===== config.mk =====
export PLATFORM = sky130hd
export DESIGN_NAME = dpsc_top
export DESIGN_NICKNAME = d
export VERILOG_FILES = /design/src/dpsc_pkg.sv /design/src/dpsc_tick.sv /design/src/dpsc_timer.sv /design/src/dpsc_top.sv
export SDC_FILE = /design/constraint.sdc
export NUM_CORES = 1
export LEC_CHECK = 0
export BUFFER_PORTS_ARGS = -buffer_cell sky130_fd_sc_hd__buf_2
export CELL_PAD_IN_SITES_DETAIL_PLACEMENT = 0
export CELL_PAD_IN_SITES_GLOBAL_PLACEMENT = 1
export CORE_UTILIZATION = 42
export DETAILED_ROUTE_END_ITERATION = 7
export PLACE_DENSITY = 0.81
export SYNTH_ARGS = -nofsm -noshare
export SYNTH_HDL_FRONTEND = slang
export SYNTH_SLANG_ARGS = --single-unit

===== constraint.sdc =====
create_clock -name i_clk -period 4.53 [get_ports i_clk]
set_clock_uncertainty 0.1 [all_clocks]
set_input_delay 0.6795 -clock i_clk [delete_from_list [all_inputs] [get_ports i_clk]]
set_output_delay 0.6795 -clock i_clk [all_outputs]
set_load 0.03 [all_outputs]

===== src/dpsc_pkg.sv =====
// shared constants and types of the drive power-state control block
package dpsc_pkg;

   localparam int CLK_NS = 10;
   // standby and power-management timers count in ticks of this length
   localparam int TICK_NS = 1_000_000;
   localparam int TICK_CYC = (TICK_NS + CLK_NS - 1) / CLK_NS;
   // longest wait for the host to answer a device-started low-power request
   localparam int REQ_TMO_NS = 10_000;
   localparam int REQ_TMO_CYC = REQ_TMO_NS / CLK_NS;

   // feature-setting subcommands
   localparam logic [7:0] SF_APM_ON = 8'h05;
   localparam logic [7:0] SF_APM_OFF = 8'h85;
   localparam logic [7:0] SF_PUIS_ON = 8'h0A;
   localparam logic [7:0] SF_PUIS_OFF = 8'h8A;
   localparam logic [7:0] SF_SPINUP = 8'h07;

   // power management level range, reset level and the band that allows standby
   localparam logic [7:0] APM_MIN = 8'h01;
   localparam logic [7:0] APM_MAX = 8'hFE;
   localparam logic [7:0] APM_RST_LVL = 8'h80;
   localparam logic [7:0] APM_STBY_BAND = 8'h80;

   // identify word bit positions
   localparam int ID_W0_INCOMPLETE_BIT = 2;
   localparam int ID_W83_APM_BIT = 3;
   localparam int ID_W86_APM_BIT = 3;

   typedef enum logic [1:0] {
      P_ACTIVE = 2'b00,
      P_STANDBY = 2'b01,
      P_PUIS = 2'b10
   } dpsc_pwr_t;

   typedef enum logic [2:0] {
      L_ACTIVE = 3'b000,
      L_REQ_P = 3'b001,
      L_PARTIAL = 3'b011,
      L_REQ_S = 3'b100,
      L_SLUMBER = 3'b101
   } dpsc_link_t;

   typedef struct packed {
      logic valid;
      logic [7:0] sub;
      logic [7:0] count;
   } dpsc_feat_t;

   typedef struct packed {
      logic pmreq_p;
      logic pmreq_s;
      logic pmack;
      logic pmnak;
   } dpsc_prim_t;

   typedef struct packed {
      logic comwake;
      logic comreset;
   } dpsc_oob_t;

   typedef struct packed {
      logic [15:0] w0;
      logic [15:0] w83;
      logic [15:0] w86;
      logic [15:0] w91;
   } dpsc_id_t;

endpackage : dpsc_pkg


===== src/dpsc_tick.sv =====
// divider that makes the timer tick enable
`timescale 1ns/1ps
`default_nettype none
module dpsc_tick #(
   parameter int CYC = dpsc_pkg::TICK_CYC
) (
   input wire logic i_clk,
   input wire logic i_nrst,
   output logic o_tick
);
   localparam int W = (CYC > 1) ? $clog2(CYC) : 1;

   logic [W-1:0] cnt;
   logic [W-1:0] next_cnt;
   logic tick;
   logic next_tick;

   always_comb begin
      next_tick = (cnt == W'(CYC - 1));
      next_cnt = next_tick ? '0 : cnt + W'(1);
   end

   always_ff @(posedge i_clk or negedge i_nrst) begin
      if (!i_nrst) begin
         cnt <= '0;
         tick <= 1'b0;
      end else begin
         cnt <= next_cnt;
         tick <= next_tick;
      end
   end

   assign o_tick = tick;
endmodule : dpsc_tick
`default_nettype wire


===== src/dpsc_timer.sv =====
// tick-counting timer that pulses once when its limit is reached
`timescale 1ns/1ps
`default_nettype none
module dpsc_timer #(
   parameter int W = 16
) (
   input wire logic i_clk,
   input wire logic i_nrst,
   input wire logic i_tick,
   input wire logic i_restart,
   input wire logic [W-1:0] i_limit,
   output logic o_expire
);
   logic [W-1:0] cnt;
   logic [W-1:0] next_cnt;
   logic fired;
   logic next_fired;
   logic expire;
   logic next_expire;

   // a zero limit turns the timer off
   always_comb begin
      next_cnt = cnt;
      next_fired = fired;
      next_expire = 1'b0;
      if (i_restart || i_limit == '0) begin
         next_cnt = '0;
         next_fired = 1'b0;
      end else if (i_tick && !fired) begin
         if (cnt + W'(1) >= i_limit) begin
            next_expire = 1'b1;
            next_fired = 1'b1;
         end else begin
            next_cnt = cnt + W'(1);
         end
      end
   end

   always_ff @(posedge i_clk or negedge i_nrst) begin
      if (!i_nrst) begin
         cnt <= '0;
         fired <= 1'b0;
         expire <= 1'b0;
      end else begin
         cnt <= next_cnt;
         fired <= next_fired;
         expire <= next_expire;
      end
   end

   assign o_expire = expire;
endmodule : dpsc_timer
`default_nettype wire


===== src/dpsc_top.sv =====
// drive power state and interface link power management control
`timescale 1ns/1ps
`default_nettype none
// Functional notes
// power-up-into-standby enable is set by feature command and kept nonvolatile
// after powering up into standby, stay there until the spin-up subcommand
// identify in power-up standby flags word 0 bit 2 as incomplete
// power management level accepted from 01h to FEh only
// host uses separate subcommands to enable and disable power management
// standby on standby-timer expiry or level-based timer expiry, independently
// identify reports support w83 b3, enabled w86 b3, level w91 low byte
// accept host link power requests and start device requests
// entering standby starts a device low-power link request
// partial request only when partial enabled and host reports partial capability
// slumber request only when slumber enabled and host reports slumber capability
// with low-power enabled, accept host request with acknowledge
// supported but disabled low-power: refuse every request with negative acknowledge
// active link can transmit and respond
// partial holds, ignoring idle patterns, until wake or reset signalling
// slumber holds, ignoring idle patterns, until wake or reset signalling
// 05h enables with level from count, 85h disables; both survive link reset
// link reset signalling acts as hardware reset, requested or not
// wake returns link to active; link reset restarts the link
module dpsc_top #(
   parameter int TICK_CYC = dpsc_pkg::TICK_CYC,
   parameter int TMR_W = 16
) (
   input wire logic i_clk,
   input wire logic i_nrst,
   input wire dpsc_pkg::dpsc_feat_t i_feat,
   input wire logic i_activity,
   input wire logic i_standby_cmd,
   input wire logic [TMR_W-1:0] i_standby_ticks,
   input wire logic i_nv_puis,
   input wire logic i_lpm_supported,
   input wire logic i_partial_en,
   input wire logic i_slumber_en,
   input wire logic i_host_partial_cap,
   input wire logic i_host_slumber_cap,
   input wire logic i_dipm_en,
   input wire dpsc_pkg::dpsc_prim_t i_rx,
   input wire dpsc_pkg::dpsc_oob_t i_oob,
   output dpsc_pkg::dpsc_prim_t o_tx,
   output dpsc_pkg::dpsc_pwr_t o_pwr_state,
   output dpsc_pkg::dpsc_link_t o_link_state,
   output logic o_link_ready,
   output logic o_link_reset,
   output logic o_feat_abort,
   output logic o_nv_wr,
   output logic o_nv_puis,
   output dpsc_pkg::dpsc_id_t o_id
);
   localparam int TMO_W = $clog2(dpsc_pkg::REQ_TMO_CYC + 1);

   // settings and power state
   dpsc_pkg::dpsc_pwr_t pwr, next_pwr;
   logic booted, next_booted;
   logic puis_en, next_puis_en;
   logic apm_en, next_apm_en;
   logic [7:0] apm_level, next_apm_level;
   logic nv_wr, next_nv_wr;
   logic abort, next_abort;
   logic lp_start, next_lp_start;
   dpsc_pkg::dpsc_id_t id, next_id;
   logic tick, stby_exp, apm_exp, tmr_restart;
   logic [TMR_W-1:0] apm_limit;

   dpsc_tick #(.CYC(TICK_CYC)) u_tick (
      .i_clk(i_clk),
      .i_nrst(i_nrst),
      .o_tick(tick)
   );

   // timers only run while spun up and idle
   assign tmr_restart = i_activity || pwr != dpsc_pkg::P_ACTIVE;
   // low levels let the level-based algorithm spin down after level * 256 ticks
   assign apm_limit = (apm_en && apm_level < dpsc_pkg::APM_STBY_BAND) ?
                      TMR_W'({apm_level, 8'h00}) : '0;

   dpsc_timer #(.W(TMR_W)) u_stby_tmr (
      .i_clk(i_clk),
      .i_nrst(i_nrst),
      .i_tick(tick),
      .i_restart(tmr_restart),
      .i_limit(i_standby_ticks),
      .o_expire(stby_exp)
   );

   dpsc_timer #(.W(TMR_W)) u_apm_tmr (
      .i_clk(i_clk),
      .i_nrst(i_nrst),
      .i_tick(tick),
      .i_restart(tmr_restart),
      .i_limit(apm_limit),
      .o_expire(apm_exp)
   );

   logic feat_spinup;
   assign feat_spinup = i_feat.valid && i_feat.sub == dpsc_pkg::SF_SPINUP;

   always_comb begin
      next_pwr = pwr;
      next_booted = 1'b1;
      next_puis_en = puis_en;
      next_apm_en = apm_en;
      next_apm_level = apm_level;
      next_nv_wr = 1'b0;
      next_abort = 1'b0;
      if (!booted) begin
         // nonvolatile enable is caught at the first edge after reset release
         next_puis_en = i_nv_puis;
         next_pwr = i_nv_puis ? dpsc_pkg::P_PUIS : dpsc_pkg::P_ACTIVE;
      end else begin
         if (i_feat.valid) begin
            case (i_feat.sub)
               dpsc_pkg::SF_APM_ON: begin
                  if (i_feat.count >= dpsc_pkg::APM_MIN && i_feat.count <= dpsc_pkg::APM_MAX) begin
                     next_apm_en = 1'b1;
                     next_apm_level = i_feat.count;
                  end else begin
                     next_abort = 1'b1;
                  end
               end
               dpsc_pkg::SF_APM_OFF: next_apm_en = 1'b0;
               dpsc_pkg::SF_PUIS_ON: begin
                  next_puis_en = 1'b1;
                  next_nv_wr = 1'b1;
               end
               dpsc_pkg::SF_PUIS_OFF: begin
                  next_puis_en = 1'b0;
                  next_nv_wr = 1'b1;
               end
               dpsc_pkg::SF_SPINUP: ;
               default: next_abort = 1'b1;
            endcase
         end
         case (pwr)
            dpsc_pkg::P_PUIS: begin
               if (feat_spinup) next_pwr = dpsc_pkg::P_ACTIVE;
            end
            dpsc_pkg::P_ACTIVE: begin
               if (i_standby_cmd || stby_exp || apm_exp) next_pwr = dpsc_pkg::P_STANDBY;
            end
            dpsc_pkg::P_STANDBY: begin
               if (i_activity || feat_spinup) next_pwr = dpsc_pkg::P_ACTIVE;
            end
            default: next_pwr = dpsc_pkg::P_ACTIVE;
         endcase
      end
      next_lp_start = booted && next_pwr != dpsc_pkg::P_ACTIVE && pwr == dpsc_pkg::P_ACTIVE;
      next_id = '0;
      next_id.w0[dpsc_pkg::ID_W0_INCOMPLETE_BIT] = (pwr == dpsc_pkg::P_PUIS);
      next_id.w83[dpsc_pkg::ID_W83_APM_BIT] = 1'b1;
      next_id.w86[dpsc_pkg::ID_W86_APM_BIT] = apm_en;
      next_id.w91[7:0] = apm_en ? apm_level : 8'h00;
   end

   // power-on reset only: a link reset leaves these settings alone
   always_ff @(posedge i_clk or negedge i_nrst) begin
      if (!i_nrst) begin
         pwr <= dpsc_pkg::P_ACTIVE;
         booted <= 1'b0;
         puis_en <= 1'b0;
         apm_en <= 1'b0;
         apm_level <= dpsc_pkg::APM_RST_LVL;
         nv_wr <= 1'b0;
         abort <= 1'b0;
         lp_start <= 1'b0;
         id <= '0;
      end else begin
         pwr <= next_pwr;
         booted <= next_booted;
         puis_en <= next_puis_en;
         apm_en <= next_apm_en;
         apm_level <= next_apm_level;
         nv_wr <= next_nv_wr;
         abort <= next_abort;
         lp_start <= next_lp_start;
         id <= next_id;
      end
   end

   // interface link power management
   dpsc_pkg::dpsc_link_t link, next_link;
   logic [TMO_W-1:0] tmo, next_tmo;
   logic ack, next_ack, nak, next_nak, lrst, next_lrst;
   logic can_p, can_s, host_req;

   assign can_p = i_partial_en && i_host_partial_cap;
   assign can_s = i_slumber_en && i_host_slumber_cap;
   assign host_req = i_rx.pmreq_p || i_rx.pmreq_s;

   always_comb begin
      next_link = link;
      next_tmo = '0;
      next_ack = 1'b0;
      next_nak = 1'b0;
      next_lrst = 1'b0;
      if (i_oob.comreset) begin
         next_link = dpsc_pkg::L_ACTIVE;
         next_lrst = 1'b1;
      end else begin
         case (link)
            dpsc_pkg::L_ACTIVE: begin
               if (i_rx.pmreq_p && i_partial_en) begin
                  next_ack = 1'b1;
                  next_link = dpsc_pkg::L_PARTIAL;
               end else if (i_rx.pmreq_s && i_slumber_en) begin
                  next_ack = 1'b1;
                  next_link = dpsc_pkg::L_SLUMBER;
               end else if (host_req) begin
                  next_nak = 1'b1;
               end else if (lp_start && i_dipm_en && i_lpm_supported) begin
                  if (can_s) next_link = dpsc_pkg::L_REQ_S;
                  else if (can_p) next_link = dpsc_pkg::L_REQ_P;
               end
            end
            dpsc_pkg::L_REQ_P, dpsc_pkg::L_REQ_S: begin
               next_tmo = tmo + TMO_W'(1);
               if (i_rx.pmack) begin
                  next_link = (link == dpsc_pkg::L_REQ_P) ? dpsc_pkg::L_PARTIAL : dpsc_pkg::L_SLUMBER;
               end else if (i_rx.pmnak || tmo == TMO_W'(dpsc_pkg::REQ_TMO_CYC)) begin
                  next_link = dpsc_pkg::L_ACTIVE;
               end else if ((link == dpsc_pkg::L_REQ_P && !can_p) || (link == dpsc_pkg::L_REQ_S && !can_s)) begin
                  next_link = dpsc_pkg::L_ACTIVE;
               end
            end
            dpsc_pkg::L_PARTIAL, dpsc_pkg::L_SLUMBER: begin
               // only wake or link reset signalling leaves; idle patterns on the line do nothing
               if (i_oob.comwake) next_link = dpsc_pkg::L_ACTIVE;
            end
            default: next_link = dpsc_pkg::L_ACTIVE;
         endcase
      end
   end

   always_ff @(posedge i_clk or negedge i_nrst) begin
      if (!i_nrst) begin
         link <= dpsc_pkg::L_ACTIVE;
         tmo <= '0;
         ack <= 1'b0;
         nak <= 1'b0;
         lrst <= 1'b0;
      end else begin
         link <= next_link;
         tmo <= next_tmo;
         ack <= next_ack;
         nak <= next_nak;
         lrst <= next_lrst;
      end
   end

   always_comb begin
      o_tx.pmreq_p = link == dpsc_pkg::L_REQ_P && can_p;
      o_tx.pmreq_s = link == dpsc_pkg::L_REQ_S && can_s;
      o_tx.pmack = ack;
      o_tx.pmnak = nak;
   end

   assign o_link_ready = link == dpsc_pkg::L_ACTIVE;
   assign o_link_state = link;
   assign o_link_reset = lrst;
   assign o_pwr_state = pwr;
   assign o_feat_abort = abort;
   assign o_nv_wr = nv_wr;
   assign o_nv_puis = puis_en;
   assign o_id = id;
endmodule : dpsc_top
`default_nettype wire


==> flow_summary.rst, run 1 <==
.. list-table::
   :header-rows: 1

   * - Metric
     - Value
   * - Count of boundary I/O pins
     - 128
   * - Part of the power in combinational logic
     - 14.8%
   * - Syn Inst Count
     - 619
   * - Share of total power in sequential cells
     - 46.2%
   * - Wire length of the first global-routing pass
     - 19.21 mm
   * - Number of buffers inserted by hold repair at cts
     - 0
   * - Buffer depth of the longest clock path
     - 2
   * - CP Max Fanout
     - 23
   * - Worst slew margin
     - 35.04%
   * - Path depth of the worst reg2reg path
     - 12
   * - Iteration-0 DRC Markers
     - 169
   * - Final critical delay including setup and external delays
     - 3789 ps
   * - Internal Dissipation
     - 0.001407 W
   * - Cell taking the most area after synthesis
     - sky130_fd_sc_hd__dfrtp_1
   * - Number of flip-flops and latches in the synthesized netlist
     - 96
   * - Slack of the critical path
     - 740.9 ps
   * - Post-synthesis average cell area
     - 9.365 µm²
   * - Antenna-violating nets left
     - 0
   * - Critical path arrival
     - 3940 ps
   * - Top cells by instance count after synthesis
     - 95 x sky130_fd_sc_hd__dfrtp_1, 56 x sky130_fd_sc_hd__buf_4, 46 x sky130_fd_sc_hd__nand2_1
   * - Synth top area share
     - 41.01%
   * - Buffers inserted by post-CTS timing repair
     - 0
   * - Clock latency at the later pin of the worst-skew pair
     - 350 ps
   * - Primary flip-flop cell chosen by synthesis mapping
     - sky130_fd_sc_hd__dfrtp_1
   * - Number of enable flip-flop cells after synthesis
     - 0
   * - Relative contribution of the clock network to total power
     - 39.0%
   * - Antenna diodes
     - 0
   * - Critical Path Source Type
     - flip-flop
   * - Remaining DRCs
     - 0
   * - CTS-repair resized insts
     - 0
   * - Count of endpoints failing setup in the final report
     - 0
   * - Routed wirelength normalized by instance count
     - 13.42 µm
   * - Number of input and output port buffers inserted
     - 74
   * - Cell types with the largest area share after synthesis
     - sky130_fd_sc_hd__dfrtp_1 41%, sky130_fd_sc_hd__buf_4 7.3%, sky130_fd_sc_hd__ha_1 6.3%
   * - Clock Root Buffer
     - sky130_fd_sc_hd__clkbuf_16
   * - Pin count of the biggest net entering global routing
     - 64
   * - Dominant cell by count in the synthesized netlist
     - sky130_fd_sc_hd__dfrtp_1
   * - Vias post-DR
     - 4489
   * - Kind of path behind the tightest hold check
     - in -> async
   * - Post-Synthesis Cell Area
     - 0.005797 mm²
   * - Post-synthesis sequential area ratio
     - 41.46%
   * - Reg-to-reg critical path endpoint
     - u_apm_tmr.cnt[4]
   * - Final Hold Vio Count
     - 0
   * - Kind of end point of the critical path
     - flip-flop
   * - Post-Route Setup TNS
     - 0 ps
   * - Minimum setup slack among reg-to-reg paths
     - 740 ps
   * - Area inside the core boundary
     - 0.01335 mm²
   * - Number of max-slew violations in the final report
     - 0
   * - Initial core utilization
     - 43.43%
   * - Share of post-route cells with drive strength above 1
     - 15.85%
   * - F_max
     - 0.2639 GHz
   * - Switching Power
     - 0.0005788 W
   * - Lkg Pwr
     - 3.034 nW
   * - Placement Setup Slack
     - 741.0 ps
   * - Routability congestion estimate from global placement
     - 0.8463
   * - Reg2Reg Launch Point
     - u_apm_tmr.cnt[0]
   * - Share of the clock period used by the worst path
     - 83.64%
   * - Number of buffers created by CTS
     - 9
   * - Critical Setup Path Class
     - reg -> reg
   * - Peak VDD IR
     - 178.1 µV
   * - Die extent in x
     - 119.5 µm
   * - Detailed-route vias per instance
     - 5.160
   * - Number of levels the H-tree was split into
     - 3
   * - Yosys warnings
     - 0
   * - Slew at the pin with the worst max-slew slack
     - 966.4 ps
   * - Data required, critical path
     - 4680 ps
   * - Detailed placement HPWL
     - 8.729 mm
   * - Outcome
     - finished clean
   * - Clock sink count
     - 96
   * - Die Area
     - 0.01428 mm²
   * - Via count of the first global-routing pass
     - 4152
   * - GRT Util Overall
     - 16.72%
   * - Router iterations before antenna repair
     - 4
   * - PD cells
     - 309.4 mW/mm²
   * - Floorplan die height
     - 119.5 µm
   * - Max-cap violation count
     - 0
   * - Clock-pin transition on the worst setup and hold timing paths
     - 70 ps
   * - Initial antenna violation count
     - 0
   * - Sum of overflow across all layers after global routing
     - 0
   * - TritonCTS clock tree
     - built
   * - Wire length reported by the detailed router
     - 11.68 mm
   * - Unrepaired setup endpoints after global routing
     - no
   * - Layout-stage area growth over the synthesis result
     - 10.71%
   * - Net switching share of the total power
     - 29.15%
   * - Async SR Flop Fraction
     - 100.0%
   * - Final-stage net count
     - 768
   * - Row cnt
     - 42
   * - Netlist cell types
     - 60
==> logic make-up after synthesis <==
logic type                 after synthesis  share of synthesized area [%]
and+or+nand+nor                        235                          21.52
other                                    2                         0.1296
AOI/OAI and AO/OA                      100                          10.92
xor gates and xnor gates                50                          7.684
buffers and inverters                   98                          10.30
DFF                                     96                          41.46
muxes                                    9                          1.727
adders and majority gates               29                          6.259
==> flip-flops by register name, indices dropped and copies added, names as in the netlist, 2 cells and up <==
| signal | cells |
|---|---|
| apm_level | 8 |
| o_id | 11 |
| o_link_state | 3 |
| o_pwr_state | 2 |
| tmo | 10 |
| u_apm_tmr.cnt | 16 |
| u_stby_tmr.cnt | 16 |
| u_tick.cnt | 17 |
==> cell type report <==
type	instances	area [µm²]
multi-input cells	478	2995
fillers	1279	6930
repair buffers	76	387.9
clock buffers	10	239.0
well taps	176	220.2
inverters	28	105.1
clock inverters	6	66.31
flip-flops and latches	96	2404
==> power by group through the flow <==
stage | Combinational (W) | Clock, W | Sequential, W
global route | 0.000321 | 0.000840 | 0.000923
global placement | 0.000291 | 0 | 0.000932
floorplan | 0.000230 | 0 | 0.000941
detailed placement | 0.000295 | 0 | 0.000935
finish | 0.000293 | 0.000775 | 0.000918
CTS | 0.000296 | 0.000801 | 0.000918
==> how the worst max path moves through the flow <==
stage	to	slack [ps]	start	depth (start not counted)
after floorplan	u_apm_tmr.cnt[7]	1090	u_apm_tmr.cnt[0]	15
after CTS	u_apm_tmr.cnt[15]	740	u_apm_tmr.cnt[0]	12
after detailed placement	u_apm_tmr.cnt[4]	740	u_apm_tmr.cnt[0]	12
final	u_apm_tmr.cnt[4]	740	u_apm_tmr.cnt[0]	12
after global routing	u_apm_tmr.cnt[15]	380	u_apm_tmr.cnt[0]	12
after global placement	u_apm_tmr.cnt[1]	890	u_apm_tmr.cnt[0]	12
==> cells in the final DEF, fill, tap and decap left out, types with 3 or more instances in the layout <==
cell type                   instances
sky130_fd_sc_hd__a31oi_1            4
sky130_fd_sc_hd__dfrtp_1           95
sky130_fd_sc_hd__a22oi_1            3
sky130_fd_sc_hd__o21ai_0           16
sky130_fd_sc_hd__ha_1              29
sky130_fd_sc_hd__or3_1             19
sky130_fd_sc_hd__and4_1             7
sky130_fd_sc_hd__xnor2_1           30
sky130_fd_sc_hd__inv_1             28
sky130_fd_sc_hd__nand4b_1           5
sky130_fd_sc_hd__a211oi_1           4
sky130_fd_sc_hd__nand2_1           46
sky130_fd_sc_hd__a22o_1             7
sky130_fd_sc_hd__a21oi_1           31
sky130_fd_sc_hd__and3_1            10
sky130_fd_sc_hd__nor3_1            14
sky130_fd_sc_hd__nand2b_1           3
sky130_fd_sc_hd__nand3_1           35
sky130_fd_sc_hd__buf_4              3
sky130_fd_sc_hd__xor2_1            19
sky130_fd_sc_hd__mux2_2             8
sky130_fd_sc_hd__o21ai_1           12
sky130_fd_sc_hd__conb_1            55
sky130_fd_sc_hd__nand4_1           11
sky130_fd_sc_hd__o211ai_1           4
sky130_fd_sc_hd__clkbuf_16          9
sky130_fd_sc_hd__buf_2             73
sky130_fd_sc_hd__and2_1            14
sky130_fd_sc_hd__nor2_1            45
sky130_fd_sc_hd__nor4_1            11
==> metrics by stage <==
step | cells | total power (W) | hold slack, ps | utilization (%) | instance area [µm²]
floorplan | 672 | 0.001172 | 283.9 | - | 5996
global placement | 854 | 0.001223 | 354.9 | 45.79 | 6112
detailed placement | 854 | 0.001229 | 383.1 | 45.79 | 6112
CTS | 870 | 0.002015 | 345.5 | 48.08 | 6417
global route | 870 | 0.002084 | 376.2 | 48.08 | 6417
finish | 870 | 0.001986 | 312.1 | 48.08 | 6417
==> critical path, stage by stage (launching register included) <==
cell                       delay [ps]
sky130_fd_sc_hd__dfrtp_1          420
sky130_fd_sc_hd__ha_1             350
sky130_fd_sc_hd__and4_1           290
sky130_fd_sc_hd__and3_1           290
sky130_fd_sc_hd__nand3_1          160
sky130_fd_sc_hd__xnor2_1          160
sky130_fd_sc_hd__ha_1             310
sky130_fd_sc_hd__nand4b_1         110
sky130_fd_sc_hd__a31oi_1          110
sky130_fd_sc_hd__nor4_1           540
sky130_fd_sc_hd__o21ai_4          280
sky130_fd_sc_hd__or3_1            410
sky130_fd_sc_hd__a21oi_1          140
==> per-layer routing <==
layer  wire (µm)  track usage [%]  share of wire (%)
met5           0                0                  0
met4         107            4.297               0.92
met3         486            4.167                4.2
met2        5680            28.00                 49
met1        5402            21.49                 46
Power figures use the tool's default switching activity.
==> run 2: changes to the inputs <==
--- a/config.mk
+++ b/config.mk
@@ -5,12 +5,13 @@
 export SDC_FILE = /design/constraint.sdc
 export NUM_CORES = 1
 export LEC_CHECK = 0
+export ABC_AREA = 1
 export BUFFER_PORTS_ARGS = -buffer_cell sky130_fd_sc_hd__buf_2
 export CELL_PAD_IN_SITES_DETAIL_PLACEMENT = 0
 export CELL_PAD_IN_SITES_GLOBAL_PLACEMENT = 1
-export CORE_UTILIZATION = 42
+export CORE_UTILIZATION = 37
 export DETAILED_ROUTE_END_ITERATION = 7
-export PLACE_DENSITY = 0.81
+export PLACE_DENSITY = 0.78
 export SYNTH_ARGS = -nofsm -noshare
 export SYNTH_HDL_FRONTEND = slang
 export SYNTH_SLANG_ARGS = --single-unit
==> constraint.sdc (replaced) <==
create_clock -name i_clk -period 3.4 [get_ports i_clk]
set_clock_uncertainty 0.1 [all_clocks]
set_input_delay 0.51 -clock i_clk [delete_from_list [all_inputs] [get_ports i_clk]]
set_output_delay 0.51 -clock i_clk [all_outputs]
set_load 0.03 [all_outputs]
==> run 2 against run 1 <==
Compared with the run above: synthesized cell count grew 24%; fmax rose by 20%; clock power grew 27%; worst setup slack got worse by 490 ps; critical endpoint is now u_apm_tmr.cnt[8]; cell area increased by 7.8%; critical path depth grew 8; routed wire length grew 12%; hold slack worse by 210 ps; area after synthesis is 4.4% higher; flip-flop and latch count is the same.
==> flow_summary.rst, run 2 <==
.. list-table::
   :header-rows: 1

   * - Metric
     - Value
   * - Outcome
     - finished clean (unchanged)
   * - Initial antenna violation count
     - 0 (unchanged)
   * - Routed wirelength normalized by instance count
     - 12.12 µm (was 13.42 µm)
   * - Minimum setup slack among reg-to-reg paths
     - 250 ps (was 740 ps)
   * - Router iterations before antenna repair
     - 4 (unchanged)
   * - Via count of the first global-routing pass
     - 4529 (was 4152)
   * - Top cells by instance count after synthesis
     - 139 x sky130_fd_sc_hd__nand2_1, 116 x sky130_fd_sc_hd__inv_1, 95 x sky130_fd_sc_hd__dfrtp_1 (was 95 x sky130_fd_sc_hd__dfrtp_1, 56 x sky130_fd_sc_hd__buf_4, 46 x sky130_fd_sc_hd__nand2_1)
   * - Routed met3 length
     - 630 µm (was 486 µm)
   * - Reg-to-reg critical path endpoint
     - u_apm_tmr.cnt[8] (was u_apm_tmr.cnt[4])
   * - Share of total power in sequential cells
     - 45.9% (was 46.2%)
   * - Tot Pwr
     - 0.002628 W (was 0.001986 W)
   * - Kind of path behind the tightest hold check
     - in -> async (unchanged)
   * - Wire length reported by the detailed router
     - 13.08 mm (was 11.68 mm)
   * - Final Hold Vio Count
     - 0 (unchanged)
   * - Destination of the critical timing path
     - u_apm_tmr.cnt[8] (was u_apm_tmr.cnt[4])
   * - Core utilization of the finished layout
     - 43.39% (was 48.08%)
   * - Final critical delay including setup and external delays
     - 3147 ps (was 3789 ps)
   * - Path depth of the worst reg2reg path
     - 20 (was 12)
   * - Crit path launch
     - u_apm_tmr.cnt[1] (was u_apm_tmr.cnt[0])
   * - Die extent in x
     - 129.9 µm (was 119.5 µm)
   * - Clock sink count
     - 96 (unchanged)
   * - Unrepaired setup endpoints after global routing
     - no (unchanged)
   * - Pin count of the biggest net entering global routing
     - 97 (was 64)
   * - Share of the clock period used by the worst path
     - 92.57% (was 83.64%)
   * - Number of levels the H-tree was split into
     - 3 (unchanged)
   * - Relative contribution of the clock network to total power
     - 37.4% (was 39.0%)
   * - Buffer depth of the longest clock path
     - 2 (unchanged)
   * - Critical path arrival
     - 3280 ps (was 3940 ps)
   * - Antenna-violating nets left
     - 0 (unchanged)
   * - Slowest stage cell on the critical path
     - sky130_fd_sc_hd__dfrtp_1 (was sky130_fd_sc_hd__nor4_1)
   * - Cell types with the largest area share after synthesis
     - sky130_fd_sc_hd__dfrtp_1 39%, sky130_fd_sc_hd__nand2_1 8.6%, sky130_fd_sc_hd__buf_4 7.4% (was sky130_fd_sc_hd__dfrtp_1 41%, sky130_fd_sc_hd__buf_4 7.3%, sky130_fd_sc_hd__ha_1 6.3%)
   * - Sum of overflow across all layers after global routing
     - 0 (unchanged)
   * - Number of flip-flops and latches in the synthesized netlist
     - 96 (unchanged)
   * - Share of post-route cells with drive strength above 1
     - 16.80% (was 15.85%)
   * - Dominant cell by count in the synthesized netlist
     - sky130_fd_sc_hd__nand2_1 (was sky130_fd_sc_hd__dfrtp_1)
   * - # placed instances
     - 1053 (was 854)
   * - Critical Path Source Type
     - flip-flop (unchanged)
   * - Area inside the core boundary
     - 0.01594 mm² (was 0.01335 mm²)
   * - Uppermost routed layer
     - met4 (unchanged)
   * - Post-Synthesis Cell Area
     - 0.006053 mm² (was 0.005797 mm²)
   * - Most common library cell in the layout ignoring fill and taps
     - sky130_fd_sc_hd__nand2_1 (was sky130_fd_sc_hd__dfrtp_1)
   * - Clock-pin transition on the worst setup and hold timing paths
     - 70 ps (about the same)
   * - Post-layout instance area
     - 0.006918 mm² (was 0.006417 mm²)
   * - Cell taking the most area after synthesis
     - sky130_fd_sc_hd__dfrtp_1 (unchanged)
   * - GRT Util Overall
     - 16.14% (was 16.72%)
   * - Count of endpoints failing setup in the final report
     - 0 (unchanged)
   * - Max-cap violation count
     - 0 (unchanged)
   * - Kind of end point of the critical path
     - flip-flop (unchanged)
   * - Worst path depth
     - 20 (was 12)
   * - Kind of cell adding the most delay to the critical path
     - simple AND/OR/NAND/NOR gates (unchanged)
   * - Instance area after placement
     - 0.006514 mm² (was 0.006112 mm²)
   * - Internal Dissipation
     - 0.001788 W (was 0.001407 W)
   * - Switching Power
     - 0.0008403 W (was 0.0005788 W)
   * - Final cell count without fillers
     - 1079 (was 870)
   * - Routability congestion estimate from global placement
     - 0.7978 (was 0.8463)
   * - Die Area
     - 0.01688 mm² (was 0.01428 mm²)
   * - Slew at the pin with the worst max-slew slack
     - 1095 ps (was 966.4 ps)
   * - Part of the power in combinational logic
     - 16.7% (was 14.8%)
   * - Number of enable flip-flop cells after synthesis
     - 0 (unchanged)
   * - Detailed-route vias per instance
     - 4.518 (was 5.160)
   * - Number of max-slew violations in the final report
     - 0 (unchanged)
   * - Yosys warnings
     - 0 (unchanged)
   * - Routed length on met1
     - 6.284 mm (was 5.402 mm)
   * - Detailed placement HPWL
     - 9.515 mm (was 8.729 mm)
   * - Delay contributed by the slowest stage of the critical path
     - 380 ps (was 540 ps)
   * - CP Max Fanout
     - 6 (was 23)
   * - Row cnt
     - 46 (was 42)
   * - Post-synthesis average cell area
     - 7.913 µm² (was 9.365 µm²)
   * - Critical Setup Path Class
     - reg -> reg (unchanged)
   * - Length of routed met2 wiring
     - 6.043 mm (was 5.680 mm)
   * - Final-stage net count
     - 937 (was 768)
   * - Count of boundary I/O pins
     - 128 (unchanged)
   * - Vias post-DR
     - 4875 (was 4489)
   * - Syn Inst Count
     - 765 (was 619)
   * - Remaining DRCs
     - 0 (unchanged)
   * - Most common cell on crit path
     - sky130_fd_sc_hd__nand2_1 (was sky130_fd_sc_hd__ha_1)
   * - Highest-count cells in the layout ignoring fill and taps
     - 139 x sky130_fd_sc_hd__nand2_1, 116 x sky130_fd_sc_hd__inv_1, 94 x sky130_fd_sc_hd__dfrtp_1, 76 x sky130_fd_sc_hd__nand3_1, 73 x sky130_fd_sc_hd__buf_2 (was 95 x sky130_fd_sc_hd__dfrtp_1, 73 x sky130_fd_sc_hd__buf_2, 55 x sky130_fd_sc_hd__conb_1, 46 x sky130_fd_sc_hd__nand2_1, 45 x sky130_fd_sc_hd__nor2_1)
   * - Combined buffer and inverter count along the critical path
     - 3 (was 0)
   * - Floorplan die height
     - 129.9 µm (was 119.5 µm)
   * - TritonCTS clock tree
     - built (unchanged)
   * - Primary flip-flop cell chosen by synthesis mapping
     - sky130_fd_sc_hd__dfrtp_1 (unchanged)
   * - Net switching share of the total power
     - 31.98% (was 29.15%)
   * - Clock latency at the later pin of the worst-skew pair
     - 350 ps (about the same)
   * - Initial core utilization
     - 37.97% (was 43.43%)
   * - Cell-by-cell trace of the critical path
     - ha_2 > nand2_1 > nor2_2 > nand3_2 > nor3_4 > buf_4 > nand3_1 > nand2_1 > inv_1 > ha_1 > nand2_1 > nor2_1 > nand2_1 > nor2_2 > nand3_1 > nor2_2 > nand3_4 > nand4_4 > buf_4 > o21ai_2 (was ha_1 > and4_1 > and3_1 > nand3_1 > xnor2_1 > ha_1 > nand4b_1 > a31oi_1 > nor4_1 > o21ai_4 > or3_1 > a21oi_1)
   * - Largest registers
     - u_tick.cnt x17, u_apm_tmr.cnt x16, u_stby_tmr.cnt x16 (unchanged)
   * - Iteration-0 DRC Markers
     - 227 (was 169)
   * - Async SR Flop Fraction
     - 100.0% (unchanged)
   * - Max FFs per register
     - 17 (unchanged)
   * - Peak VDD IR
     - 260.1 µV (was 178.1 µV)
   * - Worst slew margin
     - 27.02% (was 35.04%)
   * - Netlist cell types
     - 44 (was 60)
   * - F_max
     - 0.3177 GHz (was 0.2639 GHz)
   * - Number of buffers created by CTS
     - 9 (unchanged)
   * - Data required, critical path
     - 3530 ps (was 4680 ps)
   * - PD cells
     - 379.9 mW/mm² (was 309.4 mW/mm²)
   * - Wire length of the first global-routing pass
     - 21.28 mm (was 19.21 mm)
   * - Post-synthesis sequential area ratio
     - 39.71% (was 41.46%)
   * - Synth top area share
     - 39.27% (was 41.01%)
   * - Number of buffers inserted by hold repair at cts
     - 0 (unchanged)
   * - Largest reg by FF count
     - u_tick.cnt (unchanged)
   * - Number of input and output port buffers inserted
     - 74 (unchanged)
   * - Layout-stage area growth over the synthesis result
     - 14.28% (was 10.71%)
   * - Lkg Pwr
     - 3.665 nW (was 3.034 nW)
   * - Antenna diodes
     - 0 (unchanged)
   * - Clock Root Buffer
     - sky130_fd_sc_hd__clkbuf_16 (unchanged)
   * - Reg2Reg Launch Point
     - u_apm_tmr.cnt[1] (was u_apm_tmr.cnt[0])
[run 2: changes by cell type after synthesis, sizes merged, moves of 13 or more]
| cell | delta |
|---|---|
| and2 | -13 |
| inv | +88 |
| nand2 | +95 |
| nand3 | +43 |
| nor2 | +14 |
| or3 | -19 |
| xnor2 | -22 |
[run 2: area by class of cell]
type	instances	area, µm²
clock buffers	10	229.0
clock inverters	6	50.05
fillers	1636	9025
inverters	117	439.2
multi-input cells	538	2962
flip-flops and latches	96	2405
well taps	216	270.3
repair buffers	96	563.0
[run 2: through the flow]
step | hold slack (ps) | setup WS (ps) | TNS [ps]
after floorplan | 114.4 | 587.8 | 0
after global placement | 355.3 | 52.69 | 0
after detailed placement | 359.6 | -21.21 | -79.48
after CTS | 125.5 | 31.74 | 0
after global routing | 127.8 | 27.16 | 0
final | 98.41 | 252.7 | 0
[run 2: how the worst min path moves through the flow]
stage               depth (start not counted)  slack (ps)           start        endpoint
finish                                      2         100          i_nrst          tmo[9]
global route                                2         130          i_nrst        o_id[19]
CTS                                         2         130          i_nrst        o_id[19]
detailed placement                          1         360  u_tick.cnt[14]  u_tick.cnt[14]
global placement                            1         360          tmo[0]          tmo[0]
floorplan                                   0         110          i_nrst             ack
[run 2: per-layer routing]
metal / GRT usage (%) / vias up
met3: 4.346 / 8
met1: 21.15 / 2198
met5: 0 / -
met4: 3.899 / 0
li1: - / 2568
met2: 26.49 / 101
[run 2: worst reg2reg max path, stage by stage, from the launching register on]
cell and delay, ps:
sky130_fd_sc_hd__dfrtp_1 380, sky130_fd_sc_hd__ha_2 210, sky130_fd_sc_hd__nand2_1 100, sky130_fd_sc_hd__nor2_2 130, sky130_fd_sc_hd__nand3_2 120, sky130_fd_sc_hd__nor3_4 250
sky130_fd_sc_hd__buf_4 160, sky130_fd_sc_hd__nand3_1 60, sky130_fd_sc_hd__nand2_1 120, sky130_fd_sc_hd__inv_1 50, sky130_fd_sc_hd__ha_1 260, sky130_fd_sc_hd__nand2_1 60
sky130_fd_sc_hd__nor2_1 80, sky130_fd_sc_hd__nand2_1 70, sky130_fd_sc_hd__nor2_2 130, sky130_fd_sc_hd__nand3_1 90, sky130_fd_sc_hd__nor2_2 140, sky130_fd_sc_hd__nand3_4 150
sky130_fd_sc_hd__nand4_4 150, sky130_fd_sc_hd__buf_4 160, sky130_fd_sc_hd__o21ai_2 50
[run 2: timing repair]
action                                  in CTS  in global routing
pin swaps                                    0                  3
setup buffers                                0                  8
resized for setup                            1                 10
cloned                                       0                  2
endpoints found under the setup margin      16                 33
[run 2: logic make-up after synthesis]
family,after synthesis,synth area share [%]
compound gates,87,8.226
xor+xnor,26,3.762
fa+ha+maj,29,5.994
buf+inv,186,15.71
flops,96,39.71
other cells,2,0.1241
simple gates,339,26.48
[run 2: power by group through the flow]
stage / logic [W] / clock network, W / registers, W
final: 0.000438 / 0.000983 / 0.00121
after global placement: 0.000436 / 0 / 0.00123
after floorplan: 0.000313 / 0 / 0.00126
after detailed placement: 0.000438 / 0 / 0.00123
after global routing: 0.000485 / 0.00106 / 0.00121
after CTS: 0.000439 / 0.00103 / 0.00121
==> run 3: changes to the inputs <==
--- a/config.mk
+++ b/config.mk
@@ -12,6 +12,7 @@
 export CORE_UTILIZATION = 37
 export DETAILED_ROUTE_END_ITERATION = 7
 export PLACE_DENSITY = 0.78
+export REMOVE_ABC_BUFFERS = 1
 export SYNTH_ARGS = -nofsm -noshare
 export SYNTH_HDL_FRONTEND = slang
 export SYNTH_SLANG_ARGS = --single-unit
==> run 3 against run 2 <==
Compared with the run above: via count grew 1.8%; worst setup slack got worse by 11 ps; cell area rose by 0.72%; highest routed layer unchanged; total power increased by 1.0%; sequential power about the same; cell count rose by 0.19%; critical path depth decreased by 1; flip-flop and latch count stayed put; critical path type unchanged; largest cell class unchanged; utilization rose by 0.31 points.
==> flow_summary.rst, run 3 (synthesis results as in run 2) <==
.. list-table::
   :header-rows: 1

   * - Metric
     - Value
   * - Number of max-slew violations in the final report
     - 0 (unchanged)
   * - Initial core utilization
     - 37.97% (unchanged)
   * - Via count of the first global-routing pass
     - 4598 (was 4529)
   * - Data required, critical path
     - 3520 ps (was 3530 ps)
   * - Instance area after placement
     - 0.006524 mm² (was 0.006514 mm²)
   * - Number of input and output port buffers inserted
     - 74 (unchanged)
   * - Tot Pwr
     - 0.002655 W (was 0.002628 W)
   * - Vias post-DR
     - 4961 (was 4875)
   * - Antenna-violating nets left
     - 0 (unchanged)
   * - Wire length of the first global-routing pass
     - 21.60 mm (was 21.28 mm)
   * - Clock-pin transition on the worst setup and hold timing paths
     - 70 ps (about the same)
   * - Slew at the pin with the worst max-slew slack
     - 1111 ps (was 1095 ps)
   * - Number of levels the H-tree was split into
     - 3 (unchanged)
   * - Worst slew margin
     - 25.90% (was 27.02%)
   * - Count of endpoints failing setup in the final report
     - 0 (unchanged)
   * - Share of the clock period used by the worst path
     - 92.90% (was 92.57%)
   * - Remaining DRCs
     - 0 (unchanged)
   * - Kind of path behind the tightest hold check
     - in -> async (unchanged)
   * - Clock Root Buffer
     - sky130_fd_sc_hd__clkbuf_16 (unchanged)
   * - Final worst hold slack
     - 65.73 ps (was 98.41 ps)
   * - Outcome
     - finished clean (unchanged)
   * - Die extent in x
     - 129.9 µm (unchanged)
   * - Final-layout fill cell count
     - 1648 (was 1636)
   * - Most common library cell in the layout ignoring fill and taps
     - sky130_fd_sc_hd__nand2_1 (unchanged)
   * - Die Area
     - 0.01688 mm² (unchanged)
   * - Pin count of the biggest net entering global routing
     - 54 (was 97)
   * - PD cells
     - 381.1 mW/mm² (was 379.9 mW/mm²)
   * - Peak VDD IR
     - 244.7 µV (was 260.1 µV)
   * - Largest registers
     - u_tick.cnt x17, u_apm_tmr.cnt x16, u_stby_tmr.cnt x16 (unchanged)
   * - Detailed-route vias per instance
     - 4.589 (was 4.518)
   * - Share of post-route cells with drive strength above 1
     - 17.23% (was 16.80%)
   * - Post-layout instance area
     - 0.006968 mm² (was 0.006918 mm²)
   * - Iteration-0 DRC Markers
     - 266 (was 227)
   * - Unrepaired setup endpoints after global routing
     - yes (was no)
   * - Clock sink count
     - 96 (unchanged)
   * - Max-cap violation count
     - 0 (unchanged)
   * - Critical Setup Path Class
     - reg -> reg (unchanged)
   * - Area inside the core boundary
     - 0.01594 mm² (unchanged)
   * - Router iterations before antenna repair
     - 4 (unchanged)
   * - TritonCTS clock tree
     - built (unchanged)
   * - Final cell count without fillers
     - 1081 (was 1079)
   * - Max FFs per register
     - 17 (unchanged)
   * - Critical path arrival
     - 3280 ps (about the same)
   * - Number of buffers created by CTS
     - 9 (unchanged)
   * - Number of buffers inserted by hold repair at cts
     - 0 (unchanged)
   * - Row cnt
     - 46 (unchanged)
   * - Final Hold Vio Count
     - 0 (unchanged)
   * - Core utilization of the finished layout
     - 43.71% (was 43.39%)
   * - Initial antenna violation count
     - 0 (unchanged)
   * - GRT Util Overall
     - 16.32% (was 16.14%)
   * - Count of boundary I/O pins
     - 128 (unchanged)
   * - Highest-count cells in the layout ignoring fill and taps
     - 138 x sky130_fd_sc_hd__nand2_1, 116 x sky130_fd_sc_hd__inv_1, 94 x sky130_fd_sc_hd__dfrtp_1, 75 x sky130_fd_sc_hd__nand3_1, 73 x sky130_fd_sc_hd__buf_2 (was 139 x sky130_fd_sc_hd__nand2_1, 116 x sky130_fd_sc_hd__inv_1, 94 x sky130_fd_sc_hd__dfrtp_1, 76 x sky130_fd_sc_hd__nand3_1, 73 x sky130_fd_sc_hd__buf_2)
   * - # placed instances
     - 1056 (was 1053)
   * - CP Max Fanout
     - 8 (was 6)
   * - Sum of overflow across all layers after global routing
     - 0 (unchanged)
   * - F_max
     - 0.3166 GHz (was 0.3177 GHz)
   * - Antenna diodes
     - 0 (unchanged)
   * - Kind of end point of the critical path
     - flip-flop (unchanged)
   * - Largest reg by FF count
     - u_tick.cnt (unchanged)
   * - Buffer depth of the longest clock path
     - 2 (unchanged)
   * - Routed wirelength normalized by instance count
     - 12.25 µm (was 12.12 µm)
   * - Wire length reported by the detailed router
     - 13.24 mm (was 13.08 mm)
   * - Routability congestion estimate from global placement
     - 0.7976 (was 0.7978)
   * - Critical Path Source Type
     - flip-flop (unchanged)
   * - Final-stage net count
     - 939 (was 937)
   * - Lkg Pwr
     - 3.670 nW (was 3.665 nW)
   * - Layout-stage area growth over the synthesis result
     - 15.11% (was 14.28%)
   * - Final critical delay including setup and external delays
     - 3159 ps (was 3147 ps)
   * - Clock latency at the later pin of the worst-skew pair
     - 340 ps (was 350 ps)
   * - Floorplan die height
     - 129.9 µm (unchanged)
   * - Detailed placement HPWL
     - 9.885 mm (was 9.515 mm)
run 3: final cells by class:
class                   count  area (µm²)  share of cell area (%)
multi-input cells         538        2985                   42.84
well taps                 216       270.3                   3.879
inverters                 117       439.2                   6.303
repair buffers             98       578.1                   8.296
flip-flops and latches     96        2405                   34.51
clock inverters             5       57.56                  0.8260
clock buffers              11       232.7                   3.340
run 3: critical path: stages, from the launching register on:
cell	delay (ps)
sky130_fd_sc_hd__dfrtp_1	380
sky130_fd_sc_hd__ha_2	220
sky130_fd_sc_hd__nand2_1	100
sky130_fd_sc_hd__nor2_2	160
sky130_fd_sc_hd__nand3_2	120
sky130_fd_sc_hd__nor3_4	280
sky130_fd_sc_hd__buf_4	160
sky130_fd_sc_hd__nand3_1	70
sky130_fd_sc_hd__nand2_2	100
sky130_fd_sc_hd__inv_1	50
sky130_fd_sc_hd__ha_1	260
sky130_fd_sc_hd__nand2_1	60
sky130_fd_sc_hd__nor2_1	80
sky130_fd_sc_hd__nand2_1	60
sky130_fd_sc_hd__nor2_2	130
sky130_fd_sc_hd__nand3_1	100
sky130_fd_sc_hd__nor2_2	140
sky130_fd_sc_hd__nand3_4	170
sky130_fd_sc_hd__nand4_4	200
sky130_fd_sc_hd__o21ai_0	100
run 3: metrics by stage:
step | setup TNS [ps] | setup WS, ps
2_1_floorplan | 0 | 590.7
3_3_place_gp | -37.74 | -12.00
3_5_place_dp | -148.5 | -34.90
4_1_cts | 0 | 63.40
5_1_grt | -323.7 | -60.19
6_report | 0 | 241.3
run 3: report_power, final:
part,leakage (nW),internal (W),switching [W],total [W]
logic,2.24,0.000111,0.000333,0.000443
registers,1.30,0.00118,0.0000328,0.00121
clock network,0.132,0.000570,0.000434,0.00100
run 3: timing repair:
action                                  in CTS  in global routing
gates cloned                                 0                  2
endpoints found under the setup margin      14                 34
setup buffers                                0                  7
resized for setup                            2                 13
pin swaps                                    0                  4
run 3: routing by layer:
metal	vias to the layer above	wire, µm	GRT usage (%)
met1	2296	6359	20.85
met5	-	0	0
met3	4	372	3.116
li1	2577	-	-
met2	84	6422	28.28
met4	0	86	4.172
run 3: final timing paths:
check	cells past startpoint	from	slack [ps]	endpoint
setup / recovery	19	u_apm_tmr.cnt[1]	240	u_apm_tmr.cnt[5]
hold / removal	1	i_nrst	70	nak
setup reg to reg	19	u_apm_tmr.cnt[1]	240	u_apm_tmr.cnt[5]
hold reg to reg	1	tmo[0]	370	tmo[0]
max in group asynchronous	2	i_nrst	2410	u_apm_tmr.cnt[0]
min in group i_clk	1	i_oob[0]	230	o_link_reset
